**src/tsq_pkg.sv**
```systemverilog
// constants and types shared by the transceiver reset sequencer
//
// Notes on behaviour
// RULE_01: full tx reset clears analog, coding and sequencer; analog reset spares sequencer.
// RULE_02: controller lets the pll finish its reset before pulsing full tx reset.
// RULE_03: after a reference clock change the controller resets the pll, then full tx.
// RULE_04: after pll power-down ends the controller resets pll, waits, then full tx.
// RULE_05: after tx power-down release the controller pulses full tx reset.
// RULE_06: entering or leaving far-end loopback needs a full tx reset.
// RULE_07: controller pulses tx coding reset after the user clock source relocks.
// RULE_08: after pll settings rewrite: reset pll, wait lock, then full tx reset.
// RULE_09: rate select change with reset style zero runs the reset sequence internally.
// RULE_10: rate change complete only after new rate and its reset sequence finished.
// RULE_11: with buffer in use and clear-on-rate set, rate change resets tx buffer.
// RULE_12: in buffer bypass the controller redoes phase alignment after rate or coding reset.
// RULE_13: full rx reset in sequential mode walks through all rx analog and coding stages.
// RULE_14: sequential analog reset cascades analog, phase, frequency, equalizer, scan, coding, buffer.
// RULE_15: sequential equalizer reset cascades equalizer, scan, coding, buffer.
// RULE_16: sequential scan reset continues to coding and buffer; coding reset to buffer only.
// RULE_17: single mode analog reset touches analog stage only, not recovery or equalizer.
// RULE_18: single mode component resets act on their own region only.
// RULE_19: elastic buffer reset clears only the elastic buffer in either mode.
// RULE_20: rx coding stage waits for rx user clocks stable in both modes.
// RULE_21: controller raises rx user clocks stable only once all app clocks are stable.
// RULE_22: reset inputs are async pulses; the process starts on their release.
// RULE_23: tx coding stage waits until tx user clocks stable is sampled high.
// RULE_24: tx complete falls on full tx reset and stays low until sequence ends.
// RULE_25: sequential rx complete falls on full rx reset, rises only with user stable.
// RULE_26: controller drives reset mode select low for sequential mode.
// RULE_27: every async reset and clock-stable input passes a synchroniser first.
package tsq_pkg;
  localparam int          CLK_PERIOD_NS = 40;
  localparam int          STAGE_TIME_NS = 200;
  localparam int          STAGE_CYC     = (STAGE_TIME_NS + CLK_PERIOD_NS - 1) / CLK_PERIOD_NS;
  localparam logic [7:0]  STAGE_LOAD    = 8'(STAGE_CYC - 1);
  // synchronised input bit positions
  localparam int SI_FTX  = 0;
  localparam int SI_TAN  = 1;
  localparam int SI_TCO  = 2;
  localparam int SI_TUS  = 3;
  localparam int SI_FRX  = 4;
  localparam int SI_RAN  = 5;
  localparam int SI_REQ  = 6;
  localparam int SI_RMS  = 7;
  localparam int SI_RCO  = 8;
  localparam int SI_REB  = 9;
  localparam int SI_RUS  = 10;
  localparam int SI_MODE = 11;
  localparam int SI_W    = 12;
  // rx stage indices in cascade order
  localparam logic [2:0] RX_ST_ANALOG = 3'h0;
  localparam logic [2:0] RX_ST_EQ     = 3'h3;
  localparam logic [2:0] RX_ST_SCAN   = 3'h4;
  localparam logic [2:0] RX_ST_CODING = 3'h5;
  localparam logic [2:0] RX_ST_BUFFER = 3'h6;
  // register map, byte addresses
  localparam logic [7:0] REG_CTRL   = 8'h00;
  localparam logic [7:0] REG_STATUS = 8'h04;
  // control fields and reset values
  localparam int         CTRL_RATE_LSB  = 0;
  localparam int         CTRL_STYLE_BIT = 3;
  localparam int         CTRL_CLEAR_BIT = 4;
  localparam int         CTRL_BUFEN_BIT = 5;
  localparam logic [5:0] CTRL_RESET     = 6'h30;
  typedef enum logic [2:0] {TX_IDLE, TX_HOLD, TX_ANALOG, TX_WAIT_USER, TX_CODING} tsq_tx_e;
  typedef enum logic [2:0] {RX_IDLE, RX_HOLD, RX_STAGE, RX_WAIT_USER, RX_FINISH} tsq_rx_e;
endpackage

```
**src/tsq_sync_if.sv**
```systemverilog
// carrier for raw pin levels and their synchronised copies
`timescale 1ns/10ps
interface tsq_sync_if #(parameter int W = 12);
  logic [W-1:0] raw;
  logic [W-1:0] lvl;
  modport sync (input raw, output lvl);
  modport user (output raw, input lvl);
endinterface

```
**src/tsq_top.sv**
```systemverilog
// transceiver tx and rx reset sequencer with wishbone control
//
// Design decisions made here: the Wishbone register port and the register offsets.
`timescale 1ns/10ps
module tsq_top (
  // clock and reset
  input  wire logic        clk_i,
  input  wire logic        rst_i,
  // wishbone slave
  input  wire logic        wb_cyc_i,
  input  wire logic        wb_stb_i,
  input  wire logic        wb_we_i,
  input  wire logic [7:0]  wb_adr_i,
  input  wire logic [3:0]  wb_sel_i,
  input  wire logic [31:0] wb_dat_i,
  output logic      [31:0] wb_dat_o,
  output logic             wb_ack_o,
  // tx reset pins, asynchronous
  input  wire logic        full_tx_reset_i,
  input  wire logic        tx_analog_layer_reset_i,
  input  wire logic        tx_coding_layer_reset_i,
  input  wire logic        tx_user_clocks_stable_i,
  // rx reset pins, asynchronous
  input  wire logic        full_rx_reset_i,
  input  wire logic        rx_analog_layer_reset_i,
  input  wire logic        rx_equalizer_reset_i,
  input  wire logic        rx_margin_scan_reset_i,
  input  wire logic        rx_coding_layer_reset_i,
  input  wire logic        rx_elastic_buffer_reset_i,
  input  wire logic        rx_user_clocks_stable_i,
  input  wire logic        reset_mode_select_i,
  // block resets toward the channel
  output logic             tx_analog_rst_o,
  output logic             tx_coding_rst_o,
  output logic             tx_buffer_rst_o,
  output logic      [6:0]  rx_stage_rst_o,
  // status toward the user
  output logic      [2:0]  tx_rate_o,
  output logic             tx_rate_change_complete_o,
  output logic             tx_reset_complete_o,
  output logic             rx_reset_complete_o
);
  tsq_sync_if #(.W(tsq_pkg::SI_W)) sif ();

  tsq_sync #(.W(tsq_pkg::SI_W)) u_sync (
    .clk_i (clk_i),
    .rst_i (rst_i),
    .bus   (sif.sync)
  );

  assign sif.raw = {reset_mode_select_i, rx_user_clocks_stable_i, rx_elastic_buffer_reset_i,
                    rx_coding_layer_reset_i, rx_margin_scan_reset_i, rx_equalizer_reset_i,
                    rx_analog_layer_reset_i, full_rx_reset_i, tx_user_clocks_stable_i,
                    tx_coding_layer_reset_i, tx_analog_layer_reset_i, full_tx_reset_i};

  function automatic logic [6:0] stage_bit(input logic [2:0] idx);
    stage_bit = 7'(8'h01 << idx);
  endfunction

  logic [tsq_pkg::SI_W-1:0] lvl_q;
  logic [tsq_pkg::SI_W-1:0] rel;
  logic [5:0]               ctrl;
  tsq_pkg::tsq_tx_e         tx_state;
  tsq_pkg::tsq_rx_e         rx_state;
  logic [7:0]               tx_cnt;
  logic [7:0]               rx_cnt;
  logic                     rate_run;
  logic [2:0]               rx_idx;
  logic [2:0]               rx_last;
  logic                     ftx;
  logic                     frx;
  logic                     tus;
  logic                     rus;
  logic                     seq_mode;
  logic                     any_rx_req;

  assign ftx        = sif.lvl[tsq_pkg::SI_FTX];
  assign frx        = sif.lvl[tsq_pkg::SI_FRX];
  assign tus        = sif.lvl[tsq_pkg::SI_TUS];
  assign rus        = sif.lvl[tsq_pkg::SI_RUS];
  assign seq_mode   = ~sif.lvl[tsq_pkg::SI_MODE];
  assign any_rx_req = |sif.lvl[tsq_pkg::SI_REB:tsq_pkg::SI_RAN];
  // a release is a falling synchronised level
  assign rel        = lvl_q & ~sif.lvl; // RULE_22

  always_ff @(posedge clk_i)
  begin
    if (rst_i)
      lvl_q <= '0;
    else
      lvl_q <= sif.lvl;
  end

  // wishbone slave: one wait state, ack for every address, unmapped reads zero
  always_ff @(posedge clk_i)
  begin
    if (rst_i)
    begin
      wb_ack_o <= 1'b0;
      wb_dat_o <= 32'h0;
      ctrl     <= tsq_pkg::CTRL_RESET;
    end
    else
    begin
      wb_ack_o <= wb_cyc_i & wb_stb_i & ~wb_ack_o;
      wb_dat_o <= 32'h0;
      if (wb_cyc_i && wb_stb_i && !wb_ack_o)
      begin
        if (wb_adr_i == tsq_pkg::REG_CTRL)
        begin
          if (wb_we_i && wb_sel_i[0])
            ctrl <= wb_dat_i[5:0];
          wb_dat_o <= {26'h0, ctrl};
        end
        else if (wb_adr_i == tsq_pkg::REG_STATUS)
        begin
          wb_dat_o <= {19'h0, tx_rate_o, 1'b0, rx_idx, seq_mode, (tx_state != tsq_pkg::TX_IDLE),
                       rate_run, (rx_state != tsq_pkg::RX_IDLE), rx_reset_complete_o,
                       tx_reset_complete_o};
        end
      end
    end
  end

  // tx sequencer; the full reset also restarts the sequencer itself
  always_ff @(posedge clk_i)
  begin
    if (rst_i)
    begin
      tx_state                  <= tsq_pkg::TX_IDLE;
      tx_cnt                    <= 8'h0;
      tx_analog_rst_o           <= 1'b0;
      tx_coding_rst_o           <= 1'b0;
      tx_buffer_rst_o           <= 1'b0;
      tx_reset_complete_o       <= 1'b0;
      tx_rate_change_complete_o <= 1'b0;
      tx_rate_o                 <= 3'h0;
      rate_run                  <= 1'b0;
    end
    else
    begin
      tx_rate_change_complete_o <= 1'b0;
      if (ftx)
      begin
        tx_state            <= tsq_pkg::TX_HOLD; // RULE_01
        tx_analog_rst_o     <= 1'b1;
        tx_coding_rst_o     <= 1'b1;
        tx_buffer_rst_o     <= 1'b0;
        tx_reset_complete_o <= 1'b0; // RULE_24
        rate_run            <= 1'b0;
      end
      else
      begin
        case (tx_state)
          tsq_pkg::TX_HOLD:
          begin
            // released: run the whole analog then coding sequence
            tx_coding_rst_o <= 1'b0;
            tx_cnt          <= tsq_pkg::STAGE_LOAD;
            tx_state        <= tsq_pkg::TX_ANALOG; // RULE_22
          end
          tsq_pkg::TX_IDLE:
          begin
            if (rel[tsq_pkg::SI_TAN])
            begin
              // analog reset leaves the sequencer running
              tx_analog_rst_o     <= 1'b1; // RULE_01
              tx_cnt              <= tsq_pkg::STAGE_LOAD;
              tx_reset_complete_o <= 1'b0;
              tx_state            <= tsq_pkg::TX_ANALOG;
            end
            else if (rel[tsq_pkg::SI_TCO])
            begin
              // coding reset touches the coding layer only
              tx_reset_complete_o <= 1'b0; // RULE_01
              tx_state            <= tsq_pkg::TX_WAIT_USER;
            end
            else if (ctrl[tsq_pkg::CTRL_RATE_LSB +: 3] != tx_rate_o)
            begin
              tx_rate_o <= ctrl[tsq_pkg::CTRL_RATE_LSB +: 3];
              if (!ctrl[tsq_pkg::CTRL_STYLE_BIT])
              begin
                rate_run            <= 1'b1; // RULE_09
                tx_analog_rst_o     <= 1'b1;
                tx_cnt              <= tsq_pkg::STAGE_LOAD;
                tx_reset_complete_o <= 1'b0;
                tx_state            <= tsq_pkg::TX_ANALOG;
              end
              else
                tx_rate_change_complete_o <= 1'b1;
            end
          end
          tsq_pkg::TX_ANALOG:
          begin
            tx_analog_rst_o <= 1'b1;
            if (tx_cnt == 8'h0)
            begin
              tx_analog_rst_o <= 1'b0;
              tx_state        <= tsq_pkg::TX_WAIT_USER;
            end
            else
              tx_cnt <= tx_cnt - 8'h1;
          end
          tsq_pkg::TX_WAIT_USER:
          begin
            if (tus)
            begin
              tx_coding_rst_o <= 1'b1; // RULE_23
              tx_buffer_rst_o <= rate_run & ctrl[tsq_pkg::CTRL_CLEAR_BIT] & ctrl[tsq_pkg::CTRL_BUFEN_BIT]; // RULE_11
              tx_cnt          <= tsq_pkg::STAGE_LOAD;
              tx_state        <= tsq_pkg::TX_CODING;
            end
          end
          tsq_pkg::TX_CODING:
          begin
            if (tx_cnt == 8'h0)
            begin
              tx_coding_rst_o           <= 1'b0;
              tx_buffer_rst_o           <= 1'b0;
              tx_reset_complete_o       <= 1'b1; // RULE_24
              tx_rate_change_complete_o <= rate_run; // RULE_10
              rate_run                  <= 1'b0;
              tx_state                  <= tsq_pkg::TX_IDLE;
            end
            else
              tx_cnt <= tx_cnt - 8'h1;
          end
          default:
            tx_state <= tsq_pkg::TX_IDLE;
        endcase
      end
    end
  end

  // rx sequencer; requests are taken only while idle, the full reset at any time
  always_ff @(posedge clk_i)
  begin
    if (rst_i)
    begin
      rx_state            <= tsq_pkg::RX_IDLE;
      rx_idx              <= 3'h0;
      rx_last             <= 3'h0;
      rx_cnt              <= 8'h0;
      rx_stage_rst_o      <= 7'h0;
      rx_reset_complete_o <= 1'b0;
    end
    else if (frx)
    begin
      rx_state            <= tsq_pkg::RX_HOLD; // RULE_13
      rx_stage_rst_o      <= 7'h7f;
      rx_reset_complete_o <= 1'b0; // RULE_25
    end
    else
    begin
      case (rx_state)
        tsq_pkg::RX_HOLD:
        begin
          rx_stage_rst_o <= stage_bit(tsq_pkg::RX_ST_ANALOG); // RULE_13
          rx_idx         <= tsq_pkg::RX_ST_ANALOG;
          rx_last        <= tsq_pkg::RX_ST_BUFFER;
          rx_cnt         <= tsq_pkg::STAGE_LOAD;
          rx_state       <= tsq_pkg::RX_STAGE;
        end
        tsq_pkg::RX_IDLE:
        begin
          // single mode: complete is low while any component reset is held
          if (!seq_mode && any_rx_req)
            rx_reset_complete_o <= 1'b0;
          if (rel[tsq_pkg::SI_RAN])
          begin
            rx_idx              <= tsq_pkg::RX_ST_ANALOG;
            rx_last             <= seq_mode ? tsq_pkg::RX_ST_BUFFER : tsq_pkg::RX_ST_ANALOG; // RULE_14 RULE_17
            rx_stage_rst_o      <= stage_bit(tsq_pkg::RX_ST_ANALOG);
            rx_cnt              <= tsq_pkg::STAGE_LOAD;
            rx_reset_complete_o <= 1'b0;
            rx_state            <= tsq_pkg::RX_STAGE;
          end
          else if (rel[tsq_pkg::SI_REQ])
          begin
            rx_idx              <= tsq_pkg::RX_ST_EQ;
            rx_last             <= seq_mode ? tsq_pkg::RX_ST_BUFFER : tsq_pkg::RX_ST_EQ; // RULE_15 RULE_18
            rx_stage_rst_o      <= stage_bit(tsq_pkg::RX_ST_EQ);
            rx_cnt              <= tsq_pkg::STAGE_LOAD;
            rx_reset_complete_o <= 1'b0;
            rx_state            <= tsq_pkg::RX_STAGE;
          end
          else if (rel[tsq_pkg::SI_RMS])
          begin
            rx_idx              <= tsq_pkg::RX_ST_SCAN;
            rx_last             <= seq_mode ? tsq_pkg::RX_ST_BUFFER : tsq_pkg::RX_ST_SCAN; // RULE_16 RULE_18
            rx_stage_rst_o      <= stage_bit(tsq_pkg::RX_ST_SCAN);
            rx_cnt              <= tsq_pkg::STAGE_LOAD;
            rx_reset_complete_o <= 1'b0;
            rx_state            <= tsq_pkg::RX_STAGE;
          end
          else if (rel[tsq_pkg::SI_RCO])
          begin
            rx_idx              <= tsq_pkg::RX_ST_CODING;
            rx_last             <= seq_mode ? tsq_pkg::RX_ST_BUFFER : tsq_pkg::RX_ST_CODING; // RULE_16 RULE_18
            rx_reset_complete_o <= 1'b0;
            rx_state            <= tsq_pkg::RX_WAIT_USER;
          end
          else if (rel[tsq_pkg::SI_REB])
          begin
            rx_idx              <= tsq_pkg::RX_ST_BUFFER;
            rx_last             <= tsq_pkg::RX_ST_BUFFER; // RULE_19
            rx_stage_rst_o      <= stage_bit(tsq_pkg::RX_ST_BUFFER);
            rx_cnt              <= tsq_pkg::STAGE_LOAD;
            rx_reset_complete_o <= 1'b0;
            rx_state            <= tsq_pkg::RX_STAGE;
          end
        end
        tsq_pkg::RX_STAGE:
        begin
          if (rx_cnt != 8'h0)
            rx_cnt <= rx_cnt - 8'h1;
          else if (rx_idx == rx_last)
          begin
            rx_stage_rst_o <= 7'h0;
            rx_state       <= tsq_pkg::RX_FINISH;
          end
          else if (rx_idx + 3'h1 == tsq_pkg::RX_ST_CODING)
          begin
            rx_stage_rst_o <= 7'h0;
            rx_idx         <= tsq_pkg::RX_ST_CODING;
            rx_state       <= tsq_pkg::RX_WAIT_USER;
          end
          else
          begin
            rx_idx         <= rx_idx + 3'h1; // RULE_14
            rx_stage_rst_o <= stage_bit(rx_idx + 3'h1);
            rx_cnt         <= tsq_pkg::STAGE_LOAD;
          end
        end
        tsq_pkg::RX_WAIT_USER:
        begin
          if (rus)
          begin
            rx_stage_rst_o <= stage_bit(tsq_pkg::RX_ST_CODING); // RULE_20
            rx_cnt         <= tsq_pkg::STAGE_LOAD;
            rx_state       <= tsq_pkg::RX_STAGE;
          end
        end
        tsq_pkg::RX_FINISH:
        begin
          if (rus)
          begin
            rx_reset_complete_o <= 1'b1; // RULE_25
            rx_state            <= tsq_pkg::RX_IDLE;
          end
        end
        default:
          rx_state <= tsq_pkg::RX_IDLE;
      endcase
    end
  end

  a_full_tx_clears: assert property (@(posedge clk_i) disable iff (rst_i) // RULE_01
    ftx |=> (tx_analog_rst_o && tx_coding_rst_o && !tx_reset_complete_o && tx_state == tsq_pkg::TX_HOLD))
    else $error("full tx reset did not clear all tx blocks");

  a_tx_coding_gate: assert property (@(posedge clk_i) disable iff (rst_i) // RULE_23
    ($rose(tx_coding_rst_o) && tx_state == tsq_pkg::TX_CODING) |-> $past(tus))
    else $error("tx coding reset started without user clocks stable");

  a_tx_done_hold: assert property (@(posedge clk_i) disable iff (rst_i) // RULE_24
    $rose(tx_reset_complete_o) |-> ($past(tx_state) == tsq_pkg::TX_CODING && !tx_analog_rst_o))
    else $error("tx complete rose outside the end of a sequence");

  a_rate_done_after: assert property (@(posedge clk_i) disable iff (rst_i) // RULE_10
    (tx_rate_change_complete_o && !$past(ctrl[tsq_pkg::CTRL_STYLE_BIT]))
      |-> (tx_reset_complete_o && !tx_coding_rst_o && $past(tx_state) == tsq_pkg::TX_CODING))
    else $error("rate change complete before its reset sequence ended");

  a_tx_buffer_clear: assert property (@(posedge clk_i) disable iff (rst_i) // RULE_11
    $rose(tx_buffer_rst_o) |-> ($past(rate_run) && ctrl[tsq_pkg::CTRL_CLEAR_BIT] && tx_coding_rst_o))
    else $error("tx buffer cleared outside a rate change");

  a_rx_one_region: assert property (@(posedge clk_i) disable iff (rst_i) // RULE_18
    (rx_state != tsq_pkg::RX_HOLD && !frx) |-> $onehot0(rx_stage_rst_o))
    else $error("more than one rx region in reset at once");

  a_rx_cascade: assert property (@(posedge clk_i) disable iff (rst_i) // RULE_14
    ($fell(rx_stage_rst_o[0]) && $past(rx_state) == tsq_pkg::RX_STAGE && !frx)
      |-> (rx_last == tsq_pkg::RX_ST_ANALOG || rx_stage_rst_o == stage_bit(3'h1)))
    else $error("analog stage did not hand over to the phase stage");

  a_rx_coding_gate: assert property (@(posedge clk_i) disable iff (rst_i) // RULE_20
    ($rose(rx_stage_rst_o[5]) && rx_state == tsq_pkg::RX_STAGE) |-> $past(rus))
    else $error("rx coding stage started without user clocks stable");

  a_rx_done_gate: assert property (@(posedge clk_i) disable iff (rst_i) // RULE_25
    $rose(rx_reset_complete_o) |-> ($past(rus) && rx_stage_rst_o == 7'h0))
    else $error("rx complete rose without user clocks stable");

  a_rx_single_analog: assert property (@(posedge clk_i) disable iff (rst_i) // RULE_17
    (rx_state == tsq_pkg::RX_IDLE && rel[tsq_pkg::SI_RAN] && !seq_mode && !frx)
      |=> (rx_last == tsq_pkg::RX_ST_ANALOG) [*2])
    else $error("single mode analog reset spread beyond its region");

  a_wb_ack_pulse: assert property (@(posedge clk_i) disable iff (rst_i)
    wb_ack_o |=> !wb_ack_o)
    else $error("wishbone ack held longer than one cycle");
endmodule

```
**src/tsq_sync.sv**
```systemverilog
// two-flop synchroniser bank for asynchronous pins
`timescale 1ns/10ps
module tsq_sync #(
  parameter int W = 12
) (
  // clock and reset
  input  wire logic clk_i,
  input  wire logic rst_i,
  // pin levels in, synchronised levels out
  tsq_sync_if.sync  bus
);
  logic [W-1:0] meta;

  // first stage feeds only the second stage
  always_ff @(posedge clk_i)
  begin
    if (rst_i)
    begin
      meta    <= '0;
      bus.lvl <= '0;
    end
    else
    begin
      meta    <= bus.raw; // RULE_27
      bus.lvl <= meta;
    end
  end
endmodule

```
**config.mk**
```make
export PLATFORM = sky130hd
export DESIGN_NAME = tsq_top
export DESIGN_NICKNAME = d
export VERILOG_FILES = /design/src/tsq_pkg.sv /design/src/tsq_sync_if.sv /design/src/tsq_top.sv /design/src/tsq_sync.sv
export SDC_FILE = /design/constraint.sdc
export NUM_CORES = 1
export LEC_CHECK = 0
export BUFFER_PORTS_ARGS = -buffer_cell sky130_fd_sc_hd__buf_2
export CAP_MARGIN = 10
export CORE_MARGIN = 4
export CORE_UTILIZATION = 25
export CTS_CLUSTER_DIAMETER = 150
export DETAILED_ROUTE_END_ITERATION = 12
export PLACE_DENSITY = 0.5
export SLEW_MARGIN = 20
export SYNTH_ARGS = -nofsm -noshare
export SYNTH_HDL_FRONTEND = slang
export SYNTH_HIERARCHICAL = 1
export SYNTH_SLANG_ARGS = --single-unit
```
**constraint.sdc**
```tcl
create_clock -name clk_i -period 2.2 [get_ports clk_i]
set_input_delay 0.11 -clock clk_i [delete_from_list [all_inputs] [get_ports clk_i]]
set_output_delay 0.11 -clock clk_i [all_outputs]
set_load 0.05 [all_outputs]
```
=== Word-level counts from Yosys, hierarchy flattened ===
Index checks and enable logic that the tools add are counted.

* Bits in registers: 98
* Bits of input ports: 61
* Output and inout bits: 49
* Logic and storage cells: 242

* $add $sub $neg: 3
* Equal/unequal tests: 51
* Shift operators: 1
* Multiplexer cells: 104
* Bitwise logic cells: 14
* Reduce and logical (&&, ||, !) cells: 45

{| class="wikitable"
|+ Operators by type and width
! kind !! count
|-
| 8-bit two-way mux || 15
|-
| 3-bit two-way mux || 31
|-
| 7-bit two-way mux || 10
|-
| 8-bit case mux with 4 select lines || 2
|-
| 5-bit AND reduction || 7
|-
| 1-bit two-way mux || 30
|-
| 3-bit case mux with 5 select lines || 2
|-
| 7-bit case mux with 4 select lines || 1
|-
| 2-bit inequality test (second input constant) || 9
|-
| 3-bit inequality test (second input constant) || 6
|-
| 8-bit zero test || 2
|-
| 4-bit by 3-bit inequality test with 1-bit output (second input constant) || 4
|-
| 8-bit by 1-bit subtractor with 8-bit output (second input constant) || 2
|-
| 3-bit AND reduction || 5
|-
| 7-bit AND reduction || 2
|-
| 3-bit by 2-bit == test with 1-bit output (second input constant) || 4
|-
| 6-bit two-way mux || 2
|-
| 6-bit by 5-bit inequality test with 1-bit output (second input constant) || 2
|-
| 1-bit case mux with 2 select lines || 6
|-
| 3-bit nonzero test || 4
|-
| 4-bit nonzero test || 3
|-
| 10-bit bitwise AND || 1
|-
| 5-bit by 4-bit inequality test with 1-bit output (second input constant) || 2
|-
| 5-bit inequality test (second input constant) || 2
|-
| 32 further kinds || 64
|}

=== Logic depth before layout (Yosys ltp) ===
Gate-level depths: netlist of the first run.

* Depth in word-level cells: 9
* Mapped depth: 7
* Gate-level depth less buffers: 7

=== Cells and area by module ===
The synthesis of the first run kept the hierarchy.

{| class="wikitable"
|+ Modules (own cells, without submodules)
! module !! times used !! cells each !! area an instance (um2) !! sequential area each (um2)
|-
| tsq_top || 1 || 425 || 3728.6 || 1421.4
|-
| tsq_sync || 1 || 50 || 693.2 || 480.5
|}

=== Least setup slack after synthesis of the first run ===
No wires, ideal clock.

* Path type: reg-to-reg
* From: register tx_rate_o[2]
* To: register tx_cnt[3]
* Library setup time: 0.070 ns
* Arrival: 1.890 ns
* Required time: 2.130 ns
* Setup slack: 0.240 ns
* Stages on the path, launching flop included: 6
* Buffers on the path: 0
* Period minus slack after synthesis: 1.960 ns
* Cell sequence: dfxtp_1 xor2_1 o31a_1 o211ai_4 or4_1 a21oi_1

* Word-level cells in the longest chain between the ends: 3

{| class="wikitable"
|+ Ends and longest elaborated chain
! what !! RTL line !! text
|-
| start: declaration || tsq_top.sv:38 || <nowiki>output logic [2:0] tx_rate_o,</nowiki>
|-
| start signal: assignment || tsq_top.sv:180 || <nowiki>tx_rate_o <= ctrl[tsq_pkg::CTRL_RATE_LSB +: 3];</nowiki>
|-
| 3-bit inequality test || tsq_top.sv:178 || <nowiki>else if (ctrl[tsq_pkg::CTRL_RATE_LSB +: 3] != tx_rate_o)</nowiki>
|-
| 3-bit inequality test (no line) || - ||
|-
| 7-bit AND reduction (no line) || - ||
|-
| end signal: assignment || tsq_top.sv:168 || <nowiki>tx_cnt <= tsq_pkg::STAGE_LOAD;</nowiki>
|-
| end signal: assignment || tsq_top.sv:185 || <nowiki>tx_cnt <= tsq_pkg::STAGE_LOAD;</nowiki>
|-
| end signal: assignment || tsq_top.sv:202 || <nowiki>tx_cnt <= tx_cnt - 8'h1;</nowiki>
|-
| end: declaration || tsq_top.sv:65 || <nowiki>logic [7:0] tx_cnt;</nowiki>
|}

Every way passes these cells.
A chain may end at the register's enable or synchronous reset.

=== Worst setup path after layout of the first run ===
* From: register tx_cnt[0]
* To: register tx_cnt[3]

* Word-level cells in the longest chain between the ends: 3
* Elaborated cells on any way between the ends: 6
* Those cells by class: add/sub (1); eq/ne (1); mux (2); reduce/logical (2)

{| class="wikitable"
|+ Ends and longest elaborated chain
! what !! RTL line !! text
|-
| start signal: assignment || tsq_top.sv:159 || <nowiki>tx_cnt <= tsq_pkg::STAGE_LOAD;</nowiki>
|-
| start signal: assignment || tsq_top.sv:168 ||
|-
| start signal: assignment || tsq_top.sv:185 ||
|-
| 8-bit by 1-bit subtractor with 8-bit output or 8-bit zero test (tied branches) || - ||
|-
| 8-bit two-way mux or 2-bit inequality test (tied branches) || - ||
|-
| 8-bit case mux with 4 select lines or 7-bit AND reduction (tied branches) || - ||
|}

Several ways; a longest one is shown, not always the timed one. The select of a mux whose other input is x is not followed.

==> results of run 1 <==
-- how the worst min path moves through the flow --
stage          depth (start not counted)               to  slack (ps)
6_report                               3         wb_ack_o          90
5_1_grt                                3         wb_ack_o         100
4_1_cts                                3         wb_ack_o          80
3_5_place_dp                           2   u_sync/meta[7]         320
3_3_place_gp                           2  u_sync/meta[11]         320
2_1_floorplan                          1         wb_ack_o         190
-- flip-flops by register name, indices dropped and copies added (netlist names), 6 cells and up --
| signal | count |
|---|---|
| u_sync/bus.lvl | 12 |
| ctrl | 6 |
| tx_cnt | 8 |
| rx_stage_rst_o | 7 |
| u_sync/meta | 12 |
| wb_dat_o | 12 |
| rx_cnt | 8 |
| lvl_q | 7 |
-- cells in the final DEF (no fill, tap or decap), types with 8 or more instances in the layout --
cell	count
buf_2	60
nand2_1	11
mux2i_1	12
a211oi_1	9
conb_1	20
inv_1	11
or4_1	9
nor2_1	35
buf_4	14
nand2b_1	9
nand3_1	17
nor2b_1	18
o21ai_0	15
dfxtp_1	95
ha_1	8
o31ai_1	10
clkbuf_16	9
a21oi_1	28
nor2b_2	14
nor3_1	29
and3_1	10
dlygate4sd3_1	18
-- cell type report --
cell class	count	area, sq um	share of cell area, %
Sequential cell	95	1900	35.3
Inverter	13	48.8	0.904
Multi-Input combinational cell	347	2300	42.6
Tap cell	225	282	5.22
Timing Repair Buffer	92	586	10.9
Clock buffer	9	225	4.17
Clock inverter	7	56.3	1.04
-- power breakdown --
| part | switching (mW) | total (mW) | internal [mW] |
|---|---|---|---|
| Combinational | 1.28 | 2.01 | 0.722 |
| Clock | 0.701 | 1.48 | 0.782 |
| Sequential | 0.197 | 2.12 | 1.92 |
-- critical path: cells and delay by family, from the launching register on --
kind	cells	cell delay (ps)
AO/OA/AOI/OAI	2	450
adder cells (fa/ha/maj)	1	250
buffers and inverters	1	70
flip-flops	1	370
AND/OR/NAND/NOR	3	850
-- per-stage QoR --
stage,power (mW),cells,area [sq um],util (%)
detailed placement,4.13,754,4920,28.5
CTS,5.65,788,5390,31.1
floorplan,3.68,494,4490,-
finish,5.61,788,5400,31.2
global placement,4.09,754,4920,28.5
global route,5.98,788,5400,31.2
-- timing repair --
action | in CTS | in global routing
resized for setup | 0 | 1
hold buffers | 18 | 0
setup buffers | 0 | 0
hold endpoints to repair | 18 | 0
setup endpoints to repair | 0 | 1
-- kinds of logic (layout without fill, tap and decap cells) --
| family | Yosys count | count (layout) | share of synthesized area (%) |
|---|---|---|---|
| flip-flops | 95 | 95 | 43.0 |
| XOR/XNOR | 8 | 8 | 1.58 |
| adder cells (fa/ha/maj) | 8 | 8 | 2.26 |
| buffers and inverters | 52 | 121 | 6.88 |
| AO/OA/AOI/OAI | 108 | 108 | 17.6 |
| multiplexers | 12 | 12 | 2.72 |
| AND/OR/NAND/NOR | 191 | 191 | 25.8 |
| other | 1 | 20 | 0.0848 |
-- routing by layer --
metal	track usage, %	up-vias
met5	0	-
met4	5.20	0
met3	1.36	14
met2	17.4	108
met1	14.5	1767
li1	-	1855
==> reports/results.ini, run 1 <==
[synth]
yosysWarnings=6
synth_edf_count=0
synth_flop_cell=dfxtp_1
synthArstFlopShare_pct=0
ys_seq_area_share_pct=43.0
synthTopCellsByCount=dfxtp_1 (95), nor2_1 (35), nor3_1 (29)
yosys.cell_types.count=76
yosysTopAreaCell=dfxtp_1
syn_inst=475
synth_top_area_share_pct=43.0
avgSynthCellArea_sq_um=9.31
syn_area_sq_um=4420
synthTopCellsByArea=dfxtp_1 (43%), buf_4 (3.6%), nor3_1 (3.3%)
synth_most_common_cell=dfxtp_1
ys_seq_elements=95

[cts]
root_buffer=clkbuf_16
cts_buffers=9
clockBufferDepth=2
cts_tree=yes
clk_latency_ps=340
htreeDepth=3
clk_pin_slew_worst_paths_ps=70
clock-sinks=95

[setup_path]
slowest_delay_ps=520
crit_type=reg -> reg
slowest_stage=or4_1
worst_setup_path_start_kind=register
cp.required_ps=2480
crit_path_end=tx_cnt[3]
path_max_fanout=7
crit_chain=inv_1, ha_1, nor4b_4, a21oi_2, nor2_1, or4_1, a21oi_1
reg2reg_slack_ps=150
reg2reg_depth=7
critPathCaptureType=register
cp_data_arrival_time_ps=2330
rr_endpoint=tx_cnt[3]
r2r-start=tx_cnt[0]
cp-startpoint=tx_cnt[0]

[layout]
antenna_cells=0
fin_nets=627
areaGrowthSynthToFinish_pct=22.0
fillerInstances=1805
drive_gt1_share_pct=22.2

[die]
core_sq_um=17300
die_h_um=141
die_w_um=141
num_rows=48
die_area_sq_um=19900
io_pins=110
initial_core_util_pct=25.6

[power_and_ir_drop]
leakage_nw=2.28
peakVddDrop_v=0.000418
p_per_area_nw_per_um2=1040

[route]
routed.top_layer=met4
wl_met2_um=4950
wl_um=10700
drtAntennaViolNets=0
drt-initial-drc-count=102
wl_met1_um=5100
via_per_inst=4.75
first_pass_iters=4
routedWlPerCell_um=13.6
vias=3744
drc=0
wl_met3_um=435

[global_routing]
antenna_found_initial=0
grt_pass1_wl_um=17600
grt_start_max_net_pins=20
track_usage_pct=10.9
grt_pass1_vias=3583
overflow=0

[status]
status=finished clean

[placed_design]
gp_congestion=0.850
port_buffers=60
place.detailed.hpwl_um=8050
pre_cts_slack_ps=143

[worst_hold_path]
hold_path.startpoint=wb_cyc_i
hp-class=in -> reg

[sta]
skew_ps=6.70
worst_hold_slack_ps=86.2
min_period_over_period_pct=93.0
maxSlewHeadroom_pct=57.9
worst_pin_slew_ps=631
finalSetupTns_ps=0
fmax_mhz=489
rsz0062_at_grt=no
setup_slack_ps=153
setup_violations=0
layout_min_cycle_time_ps=2050
hold_viol=0
slew_violations=0

[run]
drv_cap=0

Power figures use the tool's default switching activity.
==> run 2, diff against run 1 <==
CORE_ASPECT_RATIO = 0.8   (was default)
==> reports/results.ini, run 2 (same netlist as run 1, synthesis figures left out) <==
[status]
status=finished clean

[sta]
min_period_over_period_pct=91.6
setup_violations=0
maxSlewHeadroom_pct=58.4
slew_violations=0
skew_ps=7.41
fmax_mhz=496
worst_pin_slew_ps=620
hold_viol=0
rsz0062_at_grt=no
setup_slack_ps=184
finalSetupTns_ps=0
layout_min_cycle_time_ps=2020

[cts]
clockBufferDepth=2
clock-sinks=95
cts_buffers=9
clk_latency_ps=350
cts_tree=yes
root_buffer=clkbuf_16
clk_pin_slew_worst_paths_ps=70
htreeDepth=3

[route]
vias=3684
drc=0
first_pass_iters=5
via_per_inst=4.69
drtAntennaViolNets=0
drt-initial-drc-count=263
routedWlPerCell_um=13.7
wl_um=10800

[power_and_ir_drop]
p_per_area_nw_per_um2=1070
leakage_nw=2.28
peakVddDrop_v=0.000363

[die]
core_sq_um=17300
initial_core_util_pct=25.5
num_rows=43
die_area_sq_um=19900
die_h_um=127
die_w_um=157
io_pins=110

[layout]
utilization_pct=31.4
areaGrowthSynthToFinish_pct=22.9
reg.largest.list=u_sync/bus.lvl x12, u_sync/meta x12, wb_dat_o x12
drive_gt1_share_pct=22.0
antenna_cells=0
final_cell_mix=dfxtp_1 (95), buf_2 (60), nor2_1 (35)
final_common_cell=dfxtp_1
fin_nets=624

[run]
drv_cap=0

[setup_path]
cp-startpoint=tx_state[0]
crit_type=reg -> reg
reg2reg_depth=5
worst_setup_path_start_kind=register
path_max_fanout=9
r2r-start=tx_state[0]
cp.required_ps=2500
reg2reg_slack_ps=180
critPathCaptureType=register
rr_endpoint=tx_cnt[2]
crit_path_end=tx_cnt[2]
cp_data_arrival_time_ps=2310

[placed_design]
port_buffers=60
gp_congestion=0.830
pre_cts_slack_ps=115
place.detailed.hpwl_um=7860

[global_routing]
overflow=0
grt_start_max_net_pins=62
antenna_found_initial=0
grt_pass1_vias=3403
track_usage_pct=10.9
grt_pass1_wl_um=17400

[worst_hold_path]
hp-class=in -> reg

==> run 2: cell count changes in the layout (fill, tap and decap cells not counted), sizes merged <==
| cell | delta |
|---|---|
| inv | -2 |
| clkinv | -3 |
| buf | -2 |
| clkbuf | +1 |
| dlygate4sd3 | -1 |
| bufinv | +2 |
| clkinvlp | +2 |
==> run 2: stage by stage <==
stage	total power [mW]	cells	hold slack [ps]	area (sq um)
finish	5.84	785	15.8	5430
global route	6.19	785	36.6	5430
CTS	5.88	784	10.4	5420
detailed placement	4.11	751	320	4910
global placement	4.09	751	327	4910
floorplan	3.68	494	194	4490
==> run 2: where the power goes <==
group / leakage (nW) / switching (mW) / internal (mW)
logic: 1.35 / 1.27 / 0.736
registers: 0.777 / 0.193 / 1.92
clock network: 0.155 / 0.679 / 1.03
==> run 2: area by class of cell <==
cell class,count,area [sq um]
clock buffers,10,239
inverters,13,48.8
flip-flops and latches,95,1900
fillers,1811,11900
clock inverters,6,92.6
repair buffers,89,573
multi-input cells,347,2300
well taps,225,282
==> run 2: worst min path at each step <==
stage / endpoint / slack, ps / startpoint / depth (start not counted)
after floorplan: wb_ack_o / 190 / rst_i / 1
after global placement: u_sync/meta[11] / 330 / reset_mode_select_i / 2
after detailed placement: u_sync/meta[3] / 320 / tx_user_clocks_stable_i / 2
after CTS: ctrl[2] / 10 / wb_dat_i[2] / 3
after global routing: ctrl[2] / 40 / wb_dat_i[2] / 3
final: ctrl[2] / 20 / wb_dat_i[2] / 3
==> run 2: layer usage <==
metal  up-vias  GRT usage (%)  routed length (um)
met5         -              0                   0
met4         0           4.08                 167
met3        14           3.00                 730
met2       146           14.9                4360
met1      1676           16.1                5500
li1       1848              -                   -
==> run 2: what timing repair did <==
item,4_1_cts,5_1_grt
setup buffers,0,1
hold buffers,17,0
resized for setup,0,1
endpoints found under the setup margin,0,3
hold endpoints to repair,17,0
==> run 2: worst max-delay path, cell delays in order (launching register included) <==
cell and delay, ps:
dfxtp_1 380, nor3_1 560, nand2_2 260, o211a_1 360, a41oi_1 250, o21a_1 140
==> run 3, diff against run 2 <==
CORE_UTILIZATION = 45   (was 25)
PLACE_DENSITY = 0.75   (was 0.5)
==> reports/results.ini, run 3 (same netlist as run 1, synthesis figures left out) <==
[route]
routedWlPerCell_um=14.9
vias=3694
drt-initial-drc-count=255
via_per_inst=5.47
drtAntennaViolNets=0
wl_um=10000
drc=0
first_pass_iters=5

[placed_design]
port_buffers=60
pre_cts_slack_ps=133
place.detailed.hpwl_um=7280
gp_congestion=0.910
dp.cells=645
place_area_sq_um=4780

[sta]
rsz0062_at_grt=no
fmax_mhz=493
hold_viol=0
min_period_over_period_pct=92.2
setup_violations=0
finalSetupTns_ps=0
worst_pin_slew_ps=535
setup_slack_ps=172
skew_ps=7.35
layout_min_cycle_time_ps=2030
maxSlewHeadroom_pct=63.9
slew_violations=0

[cts]
cts_buffers=9
clockBufferDepth=2
clock-sinks=95
clk_latency_ps=350
post_cts_buffers=0
htreeDepth=3
clk_pin_slew_worst_paths_ps=60
cts_tree=yes
root_buffer=clkbuf_16

[layout]
utilization_pct=54.6
reg.largest.list=u_sync/bus.lvl x12, u_sync/meta x12, wb_dat_o x12
fin_cells=675
fin_nets=620
fillerInstances=865
final_cell_mix=dfxtp_1 (95), buf_2 (60), nor2_1 (35)
areaGrowthSynthToFinish_pct=18.6
final_area_sq_um=5240
final_common_cell=dfxtp_1
antenna_cells=0
drive_gt1_share_pct=22.1

[die]
die_w_um=119
die_area_sq_um=11500
core_sq_um=9610
io_pins=110
num_rows=32
die_h_um=96.7
initial_core_util_pct=46.0

[worst_hold_path]
hp-class=in -> reg

[power_and_ir_drop]
p_seq_share_pct=37.1
combPwrFrac_pct=35.2
power.net_switching_mw=2.15
intPower_mw=3.56
peakVddDrop_v=0.000488
swShare_pct=37.6
p_per_area_nw_per_um2=1090
clkPwrFrac_pct=27.7
leakage_nw=2.26

[global_routing]
track_usage_pct=17.6
grt_pass1_vias=3529
antenna_found_initial=0
overflow=0
grt_start_max_net_pins=47
grt_pass1_wl_um=16700

[run]
drv_cap=0

[setup_path]
worst_setup_path_start_kind=register
cp.required_ps=2480
crit_type=reg -> reg
r2r-start=tx_cnt[0]
crit_path_end=tx_cnt[3]
crit_chain=inv_1, ha_1, nor4b_4, a21oi_2, nor2_1, or4_1, a21oi_1
path_max_fanout=6
reg2reg_depth=7
slowest_delay_ps=530
reg2reg_slack_ps=170
cp-startpoint=tx_cnt[0]
cp_data_arrival_time_ps=2310
rr_endpoint=tx_cnt[3]
critPathCaptureType=register
slowest_stage=or4_1

[status]
status=finished clean

[run 3: changes by cell type in the layout (fill, tap and decap cells not counted), sizes merged]
cell | previous run | this run
buf | 72 | 71
bufinv | 2 | 1
clkinv | 2 | 4
clkinvlp | 2 | 1
dlygate4sd3 | 17 | 14
[run 3: how the worst min path moves through the flow]
stage               cells after the start              to  slack, ps                    start
floorplan                               1        wb_ack_o        190                    rst_i
global placement                        2  u_sync/meta[0]        320          full_tx_reset_i
detailed placement                      2  u_sync/meta[0]        320          full_tx_reset_i
CTS                                     2  u_sync/meta[2]        0.5  tx_coding_layer_reset_i
global route                            2  u_sync/meta[2]         10  tx_coding_layer_reset_i
finish                                  2  u_sync/meta[2]          2  tx_coding_layer_reset_i
[run 3: layout make-up]
| class | count | area, sq um | area share (%) |
|---|---|---|---|
| tap | 119 | 149 | 2.84 |
| sequential | 95 | 1900 | 36.3 |
| inverter | 13 | 48.8 | 0.931 |
| clock buffer | 10 | 239 | 4.56 |
| timing repair buffer | 85 | 536 | 10.2 |
| multi-input combinational | 347 | 2300 | 43.9 |
| clock inverter | 6 | 68.8 | 1.31 |
[run 3: worst max-delay path: cells and delay by family, from the launching register on]
| kind | cells | cell delay [ps] |
|---|---|---|
| AND/OR/NAND/NOR | 3 | 860 |
| flip-flops | 1 | 350 |
| buffers and inverters | 1 | 70 |
| AO/OA/AOI/OAI | 2 | 420 |
| adder cells (fa/ha/maj) | 1 | 250 |
[run 3: layer usage]
layer | GRT usage [%] | up-vias | routed length [um]
li1 | - | 1836 | -
met1 | 24.7 | 1718 | 4780
met2 | 26.8 | 131 | 4390
met3 | 4.97 | 9 | 765
met4 | 4.45 | 0 | 98
met5 | 0 | - | 0
[run 3: metrics by stage]
step / power [mW] / hold WS [ps]
after floorplan: 3.68 / 194
after global placement: 4.03 / 315
after detailed placement: 4.11 / 320
after CTS: 5.71 / 0.508
after global routing: 6.05 / 12.6
final: 5.71 / 1.57
[run 3: power groups by stage]
| stage | logic [mW] | clock network, mW | registers, mW |
|---|---|---|---|
| 2_1_floorplan | 1.37 | 0 | 2.31 |
| 3_3_place_gp | 1.89 | 0 | 2.14 |
| 3_5_place_dp | 1.96 | 0 | 2.15 |
| 4_1_cts | 1.99 | 1.61 | 2.11 |
| 5_1_grt | 2.21 | 1.69 | 2.15 |
| 6_report | 2.01 | 1.58 | 2.12 |
[run 3: timing repair]
item | in CTS | in global routing
gates resized for setup | 0 | 2
hold buffers | 14 | 0
endpoints found under the setup margin | 0 | 2
hold endpoints to repair | 14 | 0
